File: src/hdl/srw_pkg.sv
// Shared constants and types for the supervisor reset and watchdog block.
package srw_pkg;
    // Reference clock.
    localparam int CLK_HZ = 40000000;
    localparam int CLK_KHZ = CLK_HZ / 1000;
    localparam int CLK_MHZ = CLK_HZ / 1000000;
    // Reset pulse stretch after the last cause clears.
    localparam int RST_PULSE_MS = 200;
    localparam int RST_PULSE_CYC = RST_PULSE_MS * CLK_KHZ;
    // Watchdog timeout measured from the last counter clear.
    localparam int WDOG_TIMEOUT_MS = 1600;
    localparam int WDOG_TIMEOUT_CYC = WDOG_TIMEOUT_MS * CLK_KHZ;
    // Glitch filter on the manual reset pin, a least time so it rounds up.
    localparam int MR_FILTER_NS = 100;
    localparam int MR_FILTER_CYC = (MR_FILTER_NS * CLK_MHZ + 999) / 1000;
    // Counter widths.
    localparam int CNT_W = 26;
    localparam int FLT_W = 3;
    // Reset values of the registered outputs and of the manual reset filter.
    localparam logic RST_N_INIT = 1'h0;
    localparam logic WDO_N_INIT = 1'h0;
    localparam logic PFO_N_INIT = 1'h0;
    localparam logic MR_DB_INIT = 1'h1;
    typedef logic [CNT_W-1:0] srw_cnt_type;
    typedef logic [FLT_W-1:0] srw_flt_type;
    // Reset sequencer states.
    typedef enum logic [1:0] {
        SRW_HOLD = 2'h0,
        SRW_STRETCH = 2'h1,
        SRW_RUN = 2'h2
    } srw_state_type;
endpackage

File: src/hdl/srw_top.sv
// Supervisor: timed reset, debounced manual reset, watchdog and power-fail flag.
`timescale 1ns/10ps
`default_nettype none
module srw_top #(
    parameter int RST_PULSE_CYC = srw_pkg::RST_PULSE_CYC,
    parameter int WDOG_TIMEOUT_CYC = srw_pkg::WDOG_TIMEOUT_CYC,
    parameter bit WDOG_PRESENT = 1'b1
) (
    // Clock and reset.
    input wire logic clk_sys,
    input wire logic rst_n,
    // Comparator and pin inputs.
    input wire logic supply_low,
    input wire logic power_fail_sense,
    input wire logic manual_reset_n,
    input wire logic watchdog_kick,
    input wire logic watchdog_kick_float,
    // Outputs toward the processor.
    output logic reset_n,
    output logic reset_hi,
    output logic watchdog_expired_n,
    output logic power_fail_flag_n
);
    import srw_pkg::*;

    ////////////////////////////////////////////////////////////////////////////////
    // Input synchronisers.
    localparam int NSYNC = 5;
    logic [NSYNC-1:0] pins;
    logic [NSYNC-1:0] sync1_ff;
    logic [NSYNC-1:0] sync2_ff;
    logic supply_low_s;
    logic pf_sense_s;
    logic mr_s;
    logic kick_s;
    logic kick_float_s;

    // Every comparator and pin passes two flops before any logic sees it.
    // The manual reset bit starts at its released level so the filter sees no false press after reset.
    assign pins = {watchdog_kick_float, watchdog_kick, manual_reset_n, power_fail_sense, supply_low};
    always_ff @(posedge clk_sys or negedge rst_n) begin
        if (!rst_n) begin
            sync1_ff <= 5'h07;
            sync2_ff <= 5'h07;
        end else begin
            sync1_ff <= pins;
            sync2_ff <= sync1_ff;
        end
    end
    assign supply_low_s = sync2_ff[0];
    assign pf_sense_s = sync2_ff[1];
    assign mr_s = sync2_ff[2];
    assign kick_s = sync2_ff[3];
    assign kick_float_s = sync2_ff[4];

    ////////////////////////////////////////////////////////////////////////////////
    // Manual reset glitch filter.
    logic mr_db_ff;
    logic nxt_mr_db;
    srw_flt_type flt_cnt_ff;
    srw_flt_type nxt_flt_cnt;

    // A level must stand for the filter time before it is believed; longer bounces
    // are absorbed because each low restarts the reset stretch below.
    always_comb begin
        nxt_mr_db = mr_db_ff;
        nxt_flt_cnt = '0;
        if (mr_s != mr_db_ff) begin
            if (flt_cnt_ff == FLT_W'(MR_FILTER_CYC - 1)) begin
                nxt_mr_db = mr_s;
            end else begin
                nxt_flt_cnt = flt_cnt_ff + 3'h1;
            end
        end
    end
    always_ff @(posedge clk_sys or negedge rst_n) begin
        if (!rst_n) begin
            mr_db_ff <= MR_DB_INIT;
            flt_cnt_ff <= '0;
        end else begin
            mr_db_ff <= nxt_mr_db;
            flt_cnt_ff <= nxt_flt_cnt;
        end
    end

    ////////////////////////////////////////////////////////////////////////////////
    // Reset sequencer.
    srw_state_type state_ff;
    srw_state_type nxt_state;
    srw_cnt_type rst_cnt_ff;
    srw_cnt_type nxt_rst_cnt;
    logic reset_cause;
    logic reset_n_ff;
    logic reset_hi_ff;

    // Watchdog expiry is not a cause; it reaches here only through the pin.
    assign reset_cause = supply_low_s | ~mr_db_ff;

    // Hold while a cause stands, then stretch, then release.
    always_comb begin
        nxt_state = state_ff;
        nxt_rst_cnt = '0;
        case (state_ff)
            SRW_HOLD: begin
                if (!reset_cause) begin
                    nxt_state = SRW_STRETCH;
                end
            end
            SRW_STRETCH: begin
                if (reset_cause) begin
                    nxt_state = SRW_HOLD;
                end else if (rst_cnt_ff == CNT_W'(RST_PULSE_CYC - 1)) begin
                    nxt_state = SRW_RUN;
                end else begin
                    nxt_rst_cnt = rst_cnt_ff + 26'h1;
                end
            end
            SRW_RUN: begin
                if (reset_cause) begin
                    nxt_state = SRW_HOLD;
                end
            end
            default: begin
                nxt_state = SRW_HOLD;
            end
        endcase
    end
    always_ff @(posedge clk_sys or negedge rst_n) begin
        if (!rst_n) begin
            state_ff <= SRW_HOLD;
            rst_cnt_ff <= '0;
            reset_n_ff <= RST_N_INIT;
            reset_hi_ff <= ~RST_N_INIT;
        end else begin
            state_ff <= nxt_state;
            rst_cnt_ff <= nxt_rst_cnt;
            reset_n_ff <= (nxt_state == SRW_RUN);
            reset_hi_ff <= (nxt_state != SRW_RUN);
        end
    end

    ////////////////////////////////////////////////////////////////////////////////
    // Watchdog.
    logic kick_prev_ff;
    srw_cnt_type wd_cnt_ff;
    srw_cnt_type nxt_wd_cnt;
    logic wd_exp_ff;
    logic nxt_wd_exp;
    logic wdo_n_ff;
    logic pfo_n_ff;
    logic kick_edge;
    logic wd_clear;

    assign kick_edge = kick_s ^ kick_prev_ff;
    // Clearing follows the next reset state so counter and reset output line up.
    assign wd_clear = kick_edge | kick_float_s | (nxt_state != SRW_RUN) | ~WDOG_PRESENT;

    // A kick landing on the timeout cycle wins: the processor was just in time.
    always_comb begin
        nxt_wd_cnt = wd_cnt_ff;
        nxt_wd_exp = wd_exp_ff;
        if (wd_clear) begin
            nxt_wd_cnt = '0;
            nxt_wd_exp = 1'b0;
        end else if (!wd_exp_ff) begin
            if (wd_cnt_ff == CNT_W'(WDOG_TIMEOUT_CYC - 1)) begin
                nxt_wd_exp = 1'b1;
            end else begin
                nxt_wd_cnt = wd_cnt_ff + 26'h1;
            end
        end
    end
    always_ff @(posedge clk_sys or negedge rst_n) begin
        if (!rst_n) begin
            kick_prev_ff <= 1'b0;
            wd_cnt_ff <= '0;
            wd_exp_ff <= 1'b0;
            wdo_n_ff <= WDO_N_INIT;
            pfo_n_ff <= PFO_N_INIT;
        end else begin
            kick_prev_ff <= kick_s;
            wd_cnt_ff <= nxt_wd_cnt;
            wd_exp_ff <= nxt_wd_exp;
            wdo_n_ff <= ~(nxt_wd_exp | supply_low_s);
            pfo_n_ff <= pf_sense_s;
        end
    end

    // Registered outputs.
    assign reset_n = reset_n_ff;
    assign reset_hi = reset_hi_ff;
    assign watchdog_expired_n = wdo_n_ff;
    assign power_fail_flag_n = pfo_n_ff;
endmodule
`default_nettype wire

File: config.mk
export PLATFORM = sky130hd
export DESIGN_NAME = srw_top
export DESIGN_NICKNAME = d
export VERILOG_FILES = /design/src/hdl/srw_pkg.sv /design/src/hdl/srw_top.sv
export SDC_FILE = /design/constraint.sdc
export NUM_CORES = 1
export LEC_CHECK = 0
export BUFFER_PORTS_ARGS = -buffer_cell sky130_fd_sc_hd__clkbuf_2
export CORE_AREA = 10 10 95 97
export CTS_BUF_LIST = sky130_fd_sc_hd__clkbuf_8
export DETAILED_ROUTE_END_ITERATION = 10
export DIE_AREA = 0 0 105 107
export GPL_TIMING_DRIVEN = 0
export PLACE_DENSITY = 0.64
export SKIP_LAST_GASP = 1
export SLEW_MARGIN = 20
export SYNTH_ARGS = -nofsm -noshare
export SYNTH_HDL_FRONTEND = slang
export SYNTH_SLANG_ARGS = --single-unit
File: constraint.sdc
create_clock -name clk_sys -period 5.2 [get_ports clk_sys]
set_input_delay 1.3 -clock clk_sys [delete_from_list [all_inputs] [get_ports clk_sys]]
set_output_delay 1.3 -clock clk_sys [all_outputs]
set_load 0.01 [all_outputs]
Word level (Yosys, flattened, before mapping)
Cells that the tools add are included.
- flip-flop bits (word level): 74
- bits in latches: 0
- RAM bits: 0
- bits in read-only memories: 0
- input port bits: 7
- output and inout port bits: 4
- logic and storage cells: 52
- memories: 0
- $add $sub $neg: 3
- $mul: 0
- div/mod/pow operators: 0
- order comparisons: 0
- equal/unequal tests: 10
- shift-type cells: 0
- muxes and demuxes: 16
- bitwise operators: 7
- reductions and logical operators: 3
- operators by type and width (kind ; count):
    26-bit two-way mux ; 6
    26-bit by 1-bit adder with 26-bit output, second input constant ; 2
    26-bit by 23-bit equality test with 1-bit output, second input constant ; 1
    26-bit equality test, second input constant ; 1
    2-bit two-way mux ; 4
    3-bit two-way mux ; 2
    2-bit case mux with 3 select lines ; 1
    2-bit equality test, second input constant ; 2
    2-bit != test, second input constant ; 2
    1-bit bitwise OR ; 4
    2-bit AND reduction ; 2
    3-bit by 1-bit adder with 3-bit output, second input constant ; 1
    3-bit by 2-bit equality test with 1-bit output, second input constant ; 1
    1-bit two-way mux ; 3
    2-bit by 1-bit equality test with 1-bit output, second input constant ; 1
    2-bit logical NOT ; 1
    2-bit by 1-bit != test with 1-bit output, second input constant ; 1
    1-bit inverter ; 2
    1-bit != test ; 1
    1-bit XOR ; 1

Logic depth before layout (Yosys ltp)
- depth after elaboration: 9
- gate-level depth with buffers: 8
- depth with buffers taken out: 6

Least setup slack after synthesis
Ideal clock, no wire load.
- kind: register to output
- from: register reset_hi_ff (netlist: reset_hi)
- to: output port reset_hi
- arrival time: 0.520 ns
- data required time: 3.900 ns
- slack: 3.380 ns
- stages on the path, launching flop included: 1
- path buffers: 0
- cells stage by stage: dfstp_2
- RTL lines (element ; RTL line ; text):
    from (decl) ; srw_top.sv:94 ; logic reset_hi_ff;
    from (signal assigned) ; srw_top.sv:133 ; reset_hi_ff <= ~RST_N_INIT;
    from (signal assigned) ; srw_top.sv:138 ; reset_hi_ff <= (nxt_state != SRW_RUN);
    to (decl) ; srw_top.sv:20 ; output logic reset_hi,
No word-level cell between the ends.

Worst setup path after layout
- from: register reset_hi_ff (netlist: reset_hi)
- to: output port reset_hi
No word-level cell between the ends.

==> qor_table.md <==
| Quantity | This run | Unit |
| --- | --- | --- |
| Status | complete, no violations | - |
| First-pass GRT wire length | 11000 | microns |
| Overall fraction of global-route tracks in use | 11.8 | % |
| Initial standard-cell utilization of the core | 48.9 | % |
| Total wire length | 6160 | microns |
| Floorplan core area | 0.00714 | sq mm |
| Launching element type of the critical path | register | - |
| Estimated wirelength of the detail-placed design | 4370 | microns |
| Number of flops mapped to enable cells by yosys | 0 | - |
| Vias in the first global route | 2351 | - |
| Final cell area excluding filler cells | 0.00390 | sq mm |
| Max H-tree Level | 3 | - |
| Latest clock arrival within the worst-skew pair | 0.35 | ns |
| Highest clock rate | 437 | MHz |
| Number of inserted diodes | 0 | - |
| Fraction of synthesized cell area taken by the top area cell type | 47.3 | % |
| Total setup violations reported at the end of the flow | 0 | - |
| Number of cells produced by synthesis | 327 | - |
| Bufs and invs on worst path | 1 | - |
| Maximum resistive drop on vdd | 0.240 | mV |
| Cell area after technology mapping | 0.00349 | sq mm |
| Post-route non-filler standard cell count | 453 | - |
| Setup repair after global routing missed its margin | false | - |
| Cell family with the largest share of critical-path delay | flip-flops | - |
| Syn Nets | 337 | - |
| Total of max-cap violations | 0 | - |
| GP Congestion | 0.774 | - |
| Mean area per synthesized cell | 10.7 | sq um |
| Transition at the pin with the smallest max-transition slack | 0.622 | ns |
| Arr. time, crit path | 0.99 | ns |
| Commonest register cell after synthesis | sky130_fd_sc_hd__dfrtp_1 | - |
| Post-synthesis async set-or-reset flop share | 100 | % |
| Die width | 105 | microns |
| Final Cycle Share | 44.0 | % |
| Total leakage power | 1.55 | nW |
| Top cells by area in the synthesized netlist | sky130_fd_sc_hd__dfrtp_1 (47%), sky130_fd_sc_hd__dfstp_2 (6.0%), sky130_fd_sc_hd__nor2_1 (6.0%) | - |
| Clk slew on worst S/H paths | 0.08 | ns |
| Critical path data required time | 3.90 | ns |
| Cell taking the most area after synthesis | sky130_fd_sc_hd__dfrtp_1 | - |
| Crit path time final | 2.29 | ns |
| Hold bufs inserted after CTS | 0 | - |
| Die extent in y | 107 | microns |
| Most utilized layer in the global route result | met2 | - |
| I/O Pins | 11 | - |
| Post-DRT Antenna Nets | 0 | - |
| Total via count after detailed routing | 2387 | - |
| Sort of element at the end of the critical path | output pin | - |
| Number of design-rule violations left by the first detailed-router iteration | 102 | - |
| Slew Limit Fails | 0 | - |
| Hold path start | sync1_ff[4]$_DFF_PN0_ | - |
| CTS Buffer Depth | 2 | - |
| Worst setup slack after layout | 2.91 | ns |
| Worst min-delay path class | register to register | - |
| CTS sink count | 74 | - |
| Fin nets | 359 | - |
| Fraction of final layout cells with drive strength greater than 1 | 16.7 | % |
| Worst setup timing slack at the placement stage | 3.11 | ns |
| Synth Register Bits | 74 | - |
| Placement row count | 31 | - |
| Relative slew slack | 58.2 | % |
| Pin count of the biggest net entering global routing | 45 | - |
| Fin Setup TNS | 0 | ns |
| Delay contributed by the slowest stage of the critical path | 0.53 | ns |
| Sequential element share of the synthesized area | 53.3 | % |
| Synth unique cells | 47 | - |
| First-pass detailed-route iteration total | 4 | - |
| Root buf cell | sky130_fd_sc_hd__clkbuf_8 | - |
| Terminating pin of the worst hold path | sync2_ff[4]$_DFF_PN0_ | - |
| Area of the die | 0.0112 | sq mm |
| GRT overflow | 0 | - |
| CTS tree | yes | - |
| Number of buffers created by CTS | 9 | - |
| GR met2 Demand/Resource | 17.0 | % |
| Reg-to-Reg End | rst_cnt_ff[22]$_DFF_PN0_ | - |
| Depth of the worst register-to-register path | 8 | - |
| IO Port Bufs | 10 | - |
| Met3 layer usage reported by global route | 3.41 | % |
| Post-CTS Repair Setup Buffers | 0 | - |
| Number of antenna violations at the first check in global routing | 0 | - |
| Slowest CP cell | sky130_fd_sc_hd__dfstp_2 | - |
| DRC errors left | 0 | - |
| Met1 layer usage reported by global route | 16.2 | % |
| Routed len/inst | 13.6 | microns |
| Count of cells along the worst hold path | 0 | - |
| Post-cts resize count | 0 | - |
| Classification of the worst setup path | register to output pin | - |
| Hold Violations, Final | 0 | - |
| Worst-case clock skew | 0.0147 | ns |
| Routed via count divided by cell count | 5.27 | - |
| Worst reg2reg path startpoint | rst_cnt_ff[0]$_DFF_PN0_ | - |
| Number of warning messages in the yosys log | 0 | - |
| Area of placed instances | 0.00369 | sq mm |
| Critical path fanouts, max | 1 | - |
| Pwr/cell area | 290 | mW/mm^2 |
| Total power | 1.13 | mW |
| Area delta synth->final | 11.6 | % |
| CP cell instances | clkbuf_2 | - |
| Register-to-Register Setup Slack | 3.11 | ns |
| # placed instances | 437 | - |
-- stage by stage --
stage / util (%) / hold WS, ns
6_report: 54.6 / 0.356
5_1_grt: 54.6 / 0.362
4_1_cts: 54.6 / 0.358
3_5_place_dp: 51.7 / 0.339
3_3_place_gp: 51.4 / 0.333
2_1_floorplan: - / 0.331
-- flip-flops by register name (all words and copies together) (netlist names) --
signal and flops:
flt_cnt_ff 3, state_ff 2, kick_prev_ff 1, power_fail_flag_n 1, watchdog_expired_n 1, wd_cnt_ff 26
sync2_ff 5, reset_n 1, reset_hi 1, rst_cnt_ff 26, mr_db_ff 1, wd_exp_ff 1
sync1_ff 5
-- cells in the mapped netlist (4+ instances only) --
library cell	n
sky130_fd_sc_hd__dfrtp_1	66
sky130_fd_sc_hd__nor2_1	56
sky130_fd_sc_hd__xor2_1	22
sky130_fd_sc_hd__xnor2_1	21
sky130_fd_sc_hd__nand2_1	17
sky130_fd_sc_hd__nand4_1	15
sky130_fd_sc_hd__inv_1	11
sky130_fd_sc_hd__nand3_1	11
sky130_fd_sc_hd__nor3_1	10
sky130_fd_sc_hd__dfstp_2	8
sky130_fd_sc_hd__and4_1	7
sky130_fd_sc_hd__a21oi_1	6
sky130_fd_sc_hd__and3_1	6
sky130_fd_sc_hd__o31ai_1	6
sky130_fd_sc_hd__or3_1	6
sky130_fd_sc_hd__or4_1	5
sky130_fd_sc_hd__buf_6	4
sky130_fd_sc_hd__nor2b_1	4
sky130_fd_sc_hd__o21ai_0	4
-- final cells by class --
type	count	area (sq um)
timing repair buffer	11	72.6
sequential	74	1860
clock inverter	6	71.3
clock buffer	10	138
multi-input combinational	232	1510
fill	658	3240
tap	99	124
buffer	10	78.8
inverter	11	41.3
-- metal layers --
layer	part of all wire, %	up-vias
met5	0	-
met4	1.5	0
met3	4.2	8
met2	44	38
met1	50	1163
li1	-	1178
-- how the worst max path moves through the flow --
stage	start	endpoint	slack, ns	cells past startpoint
floorplan	reset_hi$_DFF_PN1_	reset_hi	3.38	0
global placement	rst_n	wd_cnt_ff[4]$_DFFE_PN0P_	2.22	1
detailed placement	rst_cnt_ff[0]$_DFF_PN0_	rst_cnt_ff[18]$_DFF_PN0_	3.11	8
CTS	reset_hi$_DFF_PN1_	reset_hi	2.89	1
global route	reset_hi$_DFF_PN1_	reset_hi	2.86	1
finish	reset_hi$_DFF_PN1_	reset_hi	2.91	1
-- worst reg2reg max path: cells and delay by family, from the launching register on --
| kind | cells | cell delay, ns |
|---|---|---|
| AND/OR/NAND/NOR | 5 | 1.04 |
| flip-flops | 1 | 0.41 |
| buffers and inverters | 2 | 0.30 |
| adder cells (fa/ha/maj) | 1 | 0.22 |
-- layout by cell type (no fill, tap or decap), types with 3 or more instances in the layout --
cell type,n
sky130_fd_sc_hd__buf_2,3
sky130_fd_sc_hd__dfrtp_1,66
sky130_fd_sc_hd__o31ai_1,6
sky130_fd_sc_hd__ha_1,3
sky130_fd_sc_hd__clkbuf_8,10
sky130_fd_sc_hd__nand3_1,11
sky130_fd_sc_hd__inv_1,11
sky130_fd_sc_hd__xnor2_1,21
sky130_fd_sc_hd__a21oi_1,6
sky130_fd_sc_hd__and4_1,7
sky130_fd_sc_hd__nand2_1,17
sky130_fd_sc_hd__nor2b_1,4
sky130_fd_sc_hd__nand4b_1,3
sky130_fd_sc_hd__and3_1,6
sky130_fd_sc_hd__buf_6,4
sky130_fd_sc_hd__or4_1,5
sky130_fd_sc_hd__nor4_2,3
sky130_fd_sc_hd__dfstp_2,8
sky130_fd_sc_hd__o21ai_0,4
sky130_fd_sc_hd__nand4_1,15
sky130_fd_sc_hd__clkbuf_2,9
sky130_fd_sc_hd__or3_1,6
sky130_fd_sc_hd__nor4_1,3
sky130_fd_sc_hd__nor3_1,10
sky130_fd_sc_hd__nor2_1,56
sky130_fd_sc_hd__xor2_1,22
-- cells by family after synthesis --
group	after synthesis	share of synthesized area (%)
xor+xnor	43	10.8
compound gates	22	4.91
buf+inv	21	3.44
flops	74	53.3
fa+ha+maj	3	1.07
mux	2	0.609
simple gates	162	25.9
-- report_power, final --
| group | leakage [nW] | internal (mW) | switching [mW] | total, mW |
|---|---|---|---|---|
| Sequential | 0.987 | 0.598 | 0.0106 | 0.609 |
| Combinational | 0.468 | 0.0242 | 0.0331 | 0.0573 |
| Clock | 0.0995 | 0.239 | 0.225 | 0.463 |
| Total | 1.55 | 0.861 | 0.268 | 1.13 |
Note: power is estimated with default switching activity, not from simulation.
